==> config.mk <==
export PLATFORM = sky130hd
export DESIGN_NAME = spsc_core
export DESIGN_NICKNAME = d
export VERILOG_FILES = /design/src/logic/spsc_pkg.sv /design/src/logic/spsc_core.sv
export SDC_FILE = /design/constraint.sdc
export NUM_CORES = 1
export LEC_CHECK = 0
export BUFFER_PORTS_ARGS = -buffer_cell sky130_fd_sc_hd__clkbuf_2
export CAP_MARGIN = 20
export CORE_AREA = 2 2 83 85
export DETAILED_ROUTE_END_ITERATION = 8
export DIE_AREA = 0 0 85 87
export PLACE_DENSITY = 0.82
export SLEW_MARGIN = 25
export SYNTH_ARGS = -nofsm -noshare
export SYNTH_HDL_FRONTEND = slang
export SYNTH_SLANG_ARGS = --single-unit
==> constraint.sdc <==
create_clock -name core_clk -period 4.7 [get_ports core_clk]
set_input_delay 0.235 -clock core_clk [delete_from_list [all_inputs] [get_ports core_clk]]
set_output_delay 0.235 -clock core_clk [all_outputs]
set_load 0.02 [all_outputs]
==> src/logic/spsc_pkg.sv <==
// Constants and types for the serial-programmed PLL synthesizer core.
// Assumes all pins are sampled on core_clk; edges are found by comparing samples.
// Functional notes
// - Reference counter of 14 bits divides the oscillator input.
// - Main divider is a 7-bit swallow counter plus 10-bit counter.
// - One shared 18-bit shift register feeds a 14-bit and a 17-bit latch.
// - One data bit is captured on each rising shift clock edge.
// - Control bit high loads reference latch, low loads main latch.
// - While load enable is high, shift contents copy to selected latch.
// - Pump drives high, floats, or sinks by frequency comparison.
// - Lock output high when locked, otherwise low-going pulses.
// - Modulus control changes only on falling divider clock edges.
// - Modulus control high selects lower modulus, low the higher.
// - Divided VCO monitor reproduces main divider output.
// - Detector drives on-chip pump and external pump signals together.
// - First seven data bits set swallow count, next ten main count.
package spsc_pkg;
   localparam int REF_W = 14;
   localparam int SWL_W = 7;
   localparam int MAIN_W = 10;
   localparam int MAINWORD_W = SWL_W + MAIN_W;
   localparam int SHIFT_W = MAINWORD_W + 1;
   localparam logic [REF_W-1:0] REF_RESET = 14'h0005;
   localparam logic [SWL_W-1:0] SWL_RESET = 7'h00;
   localparam logic [MAIN_W-1:0] MAIN_RESET = 10'h005;
   localparam int LOCK_PULSE_CYC = 1;
   // Serial link pin samples
   typedef struct packed {
      logic data;
      logic sclk;
      logic load_en;
   } spsc_serial_t;
   // Phase detector outputs
   typedef struct packed {
      logic pump_up_n;
      logic pump_down;
   } spsc_pump_t;
endpackage

==> src/logic/spsc_core.sv <==
// Serial PLL synthesizer digital core: serial load, dividers, detector, modulus control.
// Assumes osc_inverter_input and fin are slow enough to sample on core_clk.
`timescale 1ns/1ps
module spsc_core
   import spsc_pkg::*;
(
   input wire logic core_clk,
   input wire logic rstn,
   input wire spsc_serial_t serial_in,
   input wire logic osc_inverter_input,
   input wire logic fin,
   output logic reference_compare_freq,
   output logic divided_vco_monitor,
   output logic modulus_ctrl,
   output logic lock_indicator,
   output logic pump_out,
   output logic pump_oe_n,
   output spsc_pump_t ext_pump
);
   typedef enum logic [1:0] {SPSC_IDLE, SPSC_UP, SPSC_DOWN} spsc_pfd_t;

   logic [SHIFT_W-1:0] shreg, next_shreg;
   logic [REF_W-1:0] ref_latch, next_ref_latch;
   logic [SWL_W-1:0] swl_latch, next_swl_latch;
   logic [MAIN_W-1:0] main_latch, next_main_latch;
   logic sclk_d, osc_d, fin_d, next_sclk_d, next_osc_d, next_fin_d;
   logic [REF_W-1:0] ref_cnt, next_ref_cnt;
   logic ref_tc, next_ref_tc;
   logic [MAIN_W-1:0] main_cnt, next_main_cnt;
   logic [SWL_W-1:0] swl_cnt, next_swl_cnt;
   logic main_tc, next_main_tc;
   logic mod_hi, next_mod_hi;
   spsc_pfd_t pfd, next_pfd;
   logic lock_q, next_lock_q;
   logic osc_rise, fin_fall;

   // Input edges found from the previous sample
   assign osc_rise = osc_inverter_input & ~osc_d;
   assign fin_fall = ~fin & fin_d;

   // Serial shift and latch transfer
   always_comb begin
      next_sclk_d = serial_in.sclk;
      next_shreg = shreg;
      next_ref_latch = ref_latch;
      next_swl_latch = swl_latch;
      next_main_latch = main_latch;
      if (serial_in.sclk && !sclk_d) begin
         next_shreg = {shreg[SHIFT_W-2:0], serial_in.data};
      end
      if (serial_in.load_en) begin
         if (shreg[0]) begin
            next_ref_latch = shreg[REF_W:1];
         end else begin
            // Earliest bits are most significant: swallow then main
            next_swl_latch = shreg[SHIFT_W-1 -: SWL_W];
            next_main_latch = shreg[MAIN_W:1];
         end
      end
   end

   always_ff @(posedge core_clk or negedge rstn) begin
      if (!rstn) begin
         sclk_d <= 1'b0;
         shreg <= '0;
         ref_latch <= REF_RESET;
         swl_latch <= SWL_RESET;
         main_latch <= MAIN_RESET;
      end else begin
         sclk_d <= next_sclk_d;
         shreg <= next_shreg;
         ref_latch <= next_ref_latch;
         swl_latch <= next_swl_latch;
         main_latch <= next_main_latch;
      end
   end

   // Reference and main dividers with modulus control
   always_comb begin
      next_osc_d = osc_inverter_input;
      next_fin_d = fin;
      next_ref_cnt = ref_cnt;
      next_ref_tc = 1'b0;
      next_main_cnt = main_cnt;
      next_swl_cnt = swl_cnt;
      next_main_tc = 1'b0;
      next_mod_hi = mod_hi;
      if (osc_rise) begin
         if (ref_cnt <= REF_W'(1)) begin
            next_ref_cnt = ref_latch;
            next_ref_tc = 1'b1;
         end else begin
            next_ref_cnt = ref_cnt - REF_W'(1);
         end
      end
      if (fin_fall) begin
         // Swallow counter runs first with modulus low, then main finishes with it high
         if (swl_cnt != '0) begin
            next_swl_cnt = swl_cnt - SWL_W'(1);
            next_mod_hi = (swl_cnt == SWL_W'(1));
         end else begin
            next_mod_hi = 1'b1;
         end
         if (main_cnt <= MAIN_W'(1)) begin
            next_main_cnt = main_latch;
            next_swl_cnt = swl_latch;
            next_mod_hi = (swl_latch == '0);
            next_main_tc = 1'b1;
         end else begin
            next_main_cnt = main_cnt - MAIN_W'(1);
         end
      end
   end

   always_ff @(posedge core_clk or negedge rstn) begin
      if (!rstn) begin
         osc_d <= 1'b0;
         fin_d <= 1'b0;
         ref_cnt <= REF_RESET;
         ref_tc <= 1'b0;
         main_cnt <= MAIN_RESET;
         swl_cnt <= SWL_RESET;
         main_tc <= 1'b0;
         mod_hi <= 1'b1;
      end else begin
         osc_d <= next_osc_d;
         fin_d <= next_fin_d;
         ref_cnt <= next_ref_cnt;
         ref_tc <= next_ref_tc;
         main_cnt <= next_main_cnt;
         swl_cnt <= next_swl_cnt;
         main_tc <= next_main_tc;
         mod_hi <= next_mod_hi;
      end
   end

   // Phase/frequency detector: leading pulse sets, the other resets
   always_comb begin
      next_pfd = pfd;
      next_lock_q = 1'b1;
      unique case (pfd)
         SPSC_IDLE: begin
            if (ref_tc && !main_tc) next_pfd = SPSC_UP;
            else if (main_tc && !ref_tc) next_pfd = SPSC_DOWN;
         end
         SPSC_UP: begin
            if (main_tc) next_pfd = SPSC_IDLE;
            else if (ref_tc) next_pfd = SPSC_UP;
         end
         SPSC_DOWN: begin
            if (ref_tc) next_pfd = SPSC_IDLE;
         end
         default: next_pfd = SPSC_IDLE;
      endcase
      if (next_pfd != SPSC_IDLE) next_lock_q = 1'b0;
   end

   always_ff @(posedge core_clk or negedge rstn) begin
      if (!rstn) begin
         pfd <= SPSC_IDLE;
         lock_q <= 1'b1;
      end else begin
         pfd <= next_pfd;
         lock_q <= next_lock_q;
      end
   end

   // Output pins
   assign reference_compare_freq = ref_tc;
   assign divided_vco_monitor = main_tc;
   assign modulus_ctrl = mod_hi;
   assign lock_indicator = lock_q;
   assign pump_out = (pfd == SPSC_UP);
   assign pump_oe_n = (pfd == SPSC_IDLE);
   assign ext_pump.pump_up_n = (pfd != SPSC_UP);
   assign ext_pump.pump_down = (pfd == SPSC_DOWN);

   // Elaboration guard: the shared shift register must hold the main word and its control bit
   if (SHIFT_W != MAINWORD_W + 1 || SHIFT_W < REF_W + 1) begin : g_width_guard
      $error("shift register width does not fit the serial words");
   end
   // Elaboration guard: reset divide factors must not fall below the legal minimum of five
   if (REF_RESET < REF_W'(5) || MAIN_RESET < MAIN_W'(5)) begin : g_reset_guard
      $error("reset divide factor below five");
   end

   // Checks: each one guards a rule of the serial load, dividers or detector
   // Reference latch takes the shifted word while load is high and control is set
   load_ref_a: assert property (
      @(posedge core_clk) disable iff (!rstn)
      serial_in.load_en && shreg[0] |=> ref_latch == $past(shreg[REF_W:1]))
      else $error("ref latch not loaded");

   // Main latch takes swallow and main fields while load is high and control is clear
   load_main_a: assert property (
      @(posedge core_clk) disable iff (!rstn)
      serial_in.load_en && !shreg[0] |=> main_latch == $past(shreg[MAIN_W:1])
      && swl_latch == $past(shreg[SHIFT_W-1 -: SWL_W]))
      else $error("main latch not loaded");

   // Latches keep their value while load enable is low
   latch_hold_a: assert property (
      @(posedge core_clk) disable iff (!rstn)
      !serial_in.load_en |=> $stable(ref_latch) && $stable(swl_latch) && $stable(main_latch))
      else $error("latch changed without load");

   // A rising shift clock takes exactly the data bit that stood before it
   shift_bit_a: assert property (
      @(posedge core_clk) disable iff (!rstn)
      serial_in.sclk && !sclk_d |=> shreg[0] == $past(serial_in.data))
      else $error("bit not shifted");

   // Without a rising shift clock the shift register holds still
   shift_hold_a: assert property (
      @(posedge core_clk) disable iff (!rstn)
      !(serial_in.sclk && !sclk_d) |=> $stable(shreg))
      else $error("shift without clock edge");

   // Reference counter reloads from the latch at its terminal count and pulses
   ref_wrap_a: assert property (
      @(posedge core_clk) disable iff (!rstn)
      osc_rise && ref_cnt <= REF_W'(1) |=> ref_tc && ref_cnt == $past(ref_latch))
      else $error("ref counter wrap");

   // Reference pulse lasts a single cycle
   ref_pulse_a: assert property (
      @(posedge core_clk) disable iff (!rstn)
      reference_compare_freq |=> !reference_compare_freq)
      else $error("ref pulse too long");

   // Main counter reloads the swallow count from its latch at its terminal count and pulses the monitor
   main_wrap_a: assert property (
      @(posedge core_clk) disable iff (!rstn)
      fin_fall && main_cnt <= MAIN_W'(1) |=> divided_vco_monitor && swl_cnt == $past(swl_latch))
      else $error("main counter wrap");

   // Monitor pulse lasts a single cycle
   vco_pulse_a: assert property (
      @(posedge core_clk) disable iff (!rstn)
      divided_vco_monitor |=> !divided_vco_monitor)
      else $error("monitor pulse too long");

   // Modulus output moves only after a falling divider clock
   mod_edge_a: assert property (
      @(posedge core_clk) disable iff (!rstn)
      !fin_fall |=> $stable(modulus_ctrl))
      else $error("modulus moved off fin fall");

   // A nonzero swallow count starts the cycle in the higher modulus
   mod_low_a: assert property (
      @(posedge core_clk) disable iff (!rstn)
      fin_fall && main_cnt <= MAIN_W'(1) && swl_latch != '0 |=> !modulus_ctrl)
      else $error("modulus not low after wrap");

   // Last swallowed output returns the prescaler to the lower modulus
   swl_done_a: assert property (
      @(posedge core_clk) disable iff (!rstn)
      fin_fall && main_cnt > MAIN_W'(1) && swl_cnt == SWL_W'(1) |=> modulus_ctrl)
      else $error("modulus not high after swallow");

   // Idle detector floats the pump and shows lock
   pump_float_a: assert property (
      @(posedge core_clk) disable iff (!rstn)
      pfd == SPSC_IDLE |-> pump_oe_n && lock_indicator)
      else $error("pump not floating");

   // A leading reference pulse makes the pump drive high
   detect_up_a: assert property (
      @(posedge core_clk) disable iff (!rstn)
      pfd == SPSC_IDLE && ref_tc && !main_tc |=> pump_out && !pump_oe_n)
      else $error("pump not driving high");

   // A leading divided pulse makes the pump sink
   detect_down_a: assert property (
      @(posedge core_clk) disable iff (!rstn)
      pfd == SPSC_IDLE && main_tc && !ref_tc |=> !pump_out && !pump_oe_n)
      else $error("pump not sinking");

   // External up signal follows the on-chip pump drive
   pump_ext_a: assert property (
      @(posedge core_clk) disable iff (!rstn)
      pump_out |-> !ext_pump.pump_up_n && !pump_oe_n)
      else $error("external pump mismatch");

   // External down signal follows the on-chip pump sink
   pump_down_a: assert property (
      @(posedge core_clk) disable iff (!rstn)
      pfd == SPSC_DOWN |-> ext_pump.pump_down && ext_pump.pump_up_n && !pump_out)
      else $error("external down mismatch");

   // Lock output is low while the detector is active
   lock_low_a: assert property (
      @(posedge core_clk) disable iff (!rstn)
      pfd != SPSC_IDLE |-> !lock_indicator)
      else $error("lock high while unlocked");

   // Main scenarios: both detector directions, both latch loads, swallow phase ending
   cov_up_c: cover property (
      @(posedge core_clk) pfd == SPSC_UP);
   cov_down_c: cover property (
      @(posedge core_clk) pfd == SPSC_DOWN);
   cov_load_c: cover property (
      @(posedge core_clk) serial_in.load_en && shreg[0]);
   cov_main_load_c: cover property (
      @(posedge core_clk) serial_in.load_en && !shreg[0]);
   cov_swallow_c: cover property (
      @(posedge core_clk) disable iff (!rstn) $rose(modulus_ctrl));
endmodule

==> results.txt <==
setup slack, reg-to-reg: 2.51 ns
core box area: 6570 µm²
DIE HEIGHT: 87 µm
Cells after Synth: 359
Die X: 85 µm
total power: 0.00270 W
worst-path maximum fanout: 13
grt ovf: 0
Seq/Total Area, Yosys: 0.543
Global Route Usage Sum: 0.236
share of cells above drive strength 1: 0.279
DRC viols: 0
Ant. Diodes: 0
Placer Congestion: 0.900
H-tree depth: 3
first-pass GRT wire length: 13,500 µm
final hold vios: 0
VDD IR-drop max: 0.000340 V
family with the most delay on the worst path: simple AND/OR/NAND/NOR gates
initial DRC count: 84
Final Skew: 0.0107 ns
cell count along the critical path: 6
TNS Setup: 0 ns
max_cap viols: 0
CTS max path bufs: 2
initial antenna violation count: 0
num ports: 15
largest net degree at the start of global routing: 52
final slew viol count: 0
fraction of registers with async set/reset: 1.00
leak pwr: 2.03 nW
Fill cells: 489
CP startpoint kind: primary input
IO Port Bufs: 14
Mapped Avg Cell Area: 11.5 µm²
Post-DRT Antenna Nets: 0
post-synth top area share: 0.480
CP Buf/Inv Count: 2
wire per inst: 16.8 µm
reg2reg start: ref_cnt[0]$_DFFE_PN1P_
f_max: 453 MHz
dpl cell area: 4270 µm²
Final Cell Area: 4540 µm²
Final setup violation count: 0
synthesis-stage register bit count: 89
vias in the first global route: 2,758
number of clock sinks: 89
nets@finish: 393
CTS Hold Bufs: 4
full die area: 7400 µm²
worst setup path category: primary input to register
YS warnings: 0
# resized after CTS: 0
first-pass detailed-route iteration total: 5
Tmin final: 2.21 ns
part of the cycle the worst path needs: 0.469
pwr/cell area: 595 nW/µm²
post-synth net total: 373
Root Driver: clkbuf_8
Initial Util: 0.628
HP Class: primary input to register
post-synthesis cell type count: 55
fin cells: 464
Worst Path Arrival: 2.45 ns
detail-routed via count per cell: 6.02
Hold Crit Start: serial_in[2]
outcome: completed
Synth Cell Area: 4120 µm²
FF-to-FF path depth: 6
CTS tree: yes
worst hold endpoint: shreg[0]$_DFFE_PN0P_
vias: 2,795
dominant cell type by area after synthesis: dfrtp_1
HPWL after DPL: 5400 µm
hold path depth: 2
Data required, critical path: 4.95 ns
Slew headroom: 0.455
Clk pin slew, worst setup/hold paths: 0.08 ns
Area contributors post-synth: dfrtp_1 (48%), mux2_2 (14%), dfstp_2 (6.4%), nor3_1 (2.2%), nand2_1 (2.2%)
Reg2Reg Capture Point: ref_cnt[3]$_DFFE_PN0P_
total placed cells including tap cells: 444
WHS: 0.0977 ns
crit path cell chain: dlygate4sd3_1 -> clkbuf_2 -> nor2b_1 -> nand3_1 -> o31a_1 -> a221o_1
Slowest cell on crit path: nor2b_1
EDFF count, synth: 0
RSZ-0062 raised after global routing: no
most frequent cells in the layout: dfrtp_1 (79), mux2_2 (51), nand2_1 (24)
Num CTS Buffers: 9
area grow syn2layout: 10.1%
most common cell after layout, fill and taps aside: dfrtp_1
worst-skew pair later-pin latency: 0.37 ns
Rows: 30
setup bufs post-CTS: 0
CP Capture Type: register
CP max stage delay: 0.66 ns
Worst Tran Pin Value: 0.816 ns
Total Wirelength: 7780 µm
Top FF cell, synth: dfrtp_1
-- through the flow --
step / util / setup WS [ns]
floorplan: - / 2.72
global placement: 0.650 / 2.62
CTS: 0.691 / 2.52
global route: 0.691 / 2.31
finish: 0.691 / 2.49
detailed placement: 0.650 / 2.55
-- synthesized netlist by cell type, types with 5 or more instances --
master	count
clkbuf_1	5
mux2_2	51
nand2b_1	5
buf_2	6
nor2_1	18
nand2_1	24
nand3_1	17
o21ai_0	15
nor3_1	18
dfrtp_1	79
inv_1	12
dfstp_2	10
a21oi_1	10
ha_1	7
nor2b_1	6
-- sequential cells by signal, indices dropped and copies added, names as in the netlist --
name and count:
ref_cnt 14, main_latch 10, shreg 18, divided_vco_monitor 1, modulus_ctrl 1, sclk_d 1, reference_compare_freq 1, lock_indicator 1
swl_cnt 7, ref_latch 14, pfd 2, main_cnt 10, fin_d 1, osc_d 1, swl_latch 7
-- layout make-up --
class                           count  area (µm²)  share of cell area
Timing Repair Buffer               23         150              0.0331
Sequential cell                    89        2240               0.493
Tap cell                           80         100              0.0220
Clock buffer                       10         138              0.0303
Inverter                           12        45.0             0.00992
Clock inverter                      6        90.1              0.0198
Multi-Input combinational cell    244        1780               0.392
-- metal layers --
layer | share of wire | track usage | up-vias
li1 | - | - | 1346
met1 | 0.47 | 0.331 | 1395
met2 | 0.48 | 0.358 | 41
met3 | 0.033 | 0.0445 | 13
met4 | 0.016 | 0.114 | 0
met5 | 0 | 0 | -
-- how the worst max path moves through the flow --
stage	endpoint	from	slack, ns
floorplan	ref_cnt[7]$_DFFE_PN0P_	ref_cnt[0]$_DFFE_PN1P_	2.72
global placement	ref_cnt[4]$_DFFE_PN0P_	ref_cnt[0]$_DFFE_PN1P_	2.62
detailed placement	ref_cnt[3]$_DFFE_PN0P_	ref_cnt[0]$_DFFE_PN1P_	2.55
CTS	ref_cnt[12]$_DFFE_PN0P_	osc_inverter_input	2.52
global route	ref_cnt[12]$_DFFE_PN0P_	osc_inverter_input	2.31
finish	ref_cnt[8]$_DFFE_PN0P_	osc_inverter_input	2.49
-- worst reg2reg max path: cells and delay by family (launching register included) --
| kind | cells | cell delay, ns |
|---|---|---|
| compound gates | 3 | 0.75 |
| flops | 1 | 0.58 |
| buf+inv | 1 | 0.08 |
| fa+ha+maj | 1 | 0.30 |
| simple gates | 1 | 0.41 |
-- power by group --
part	internal, W	total (W)	switching, W	leakage, nW
sequential	0.00110	0.00138	0.000281	1.10
clock	0.000316	0.000589	0.000274	0.113
combinational	0.000378	0.000734	0.000356	0.812
total	0.00179	0.00270	0.000911	2.03
-- cells by family (layout without fill, tap and decap cells) --
logic type | after synthesis | in the layout | synth area share
flops | 89 | 89 | 0.543
mux | 54 | 54 | 0.147
compound gates | 64 | 64 | 0.103
buf+inv | 26 | 51 | 0.0255
simple gates | 118 | 118 | 0.158
fa+ha+maj | 7 | 7 | 0.0212
xor+xnor | 1 | 1 | 0.00212
No activity file was read; power rests on OpenSTA's default activity.
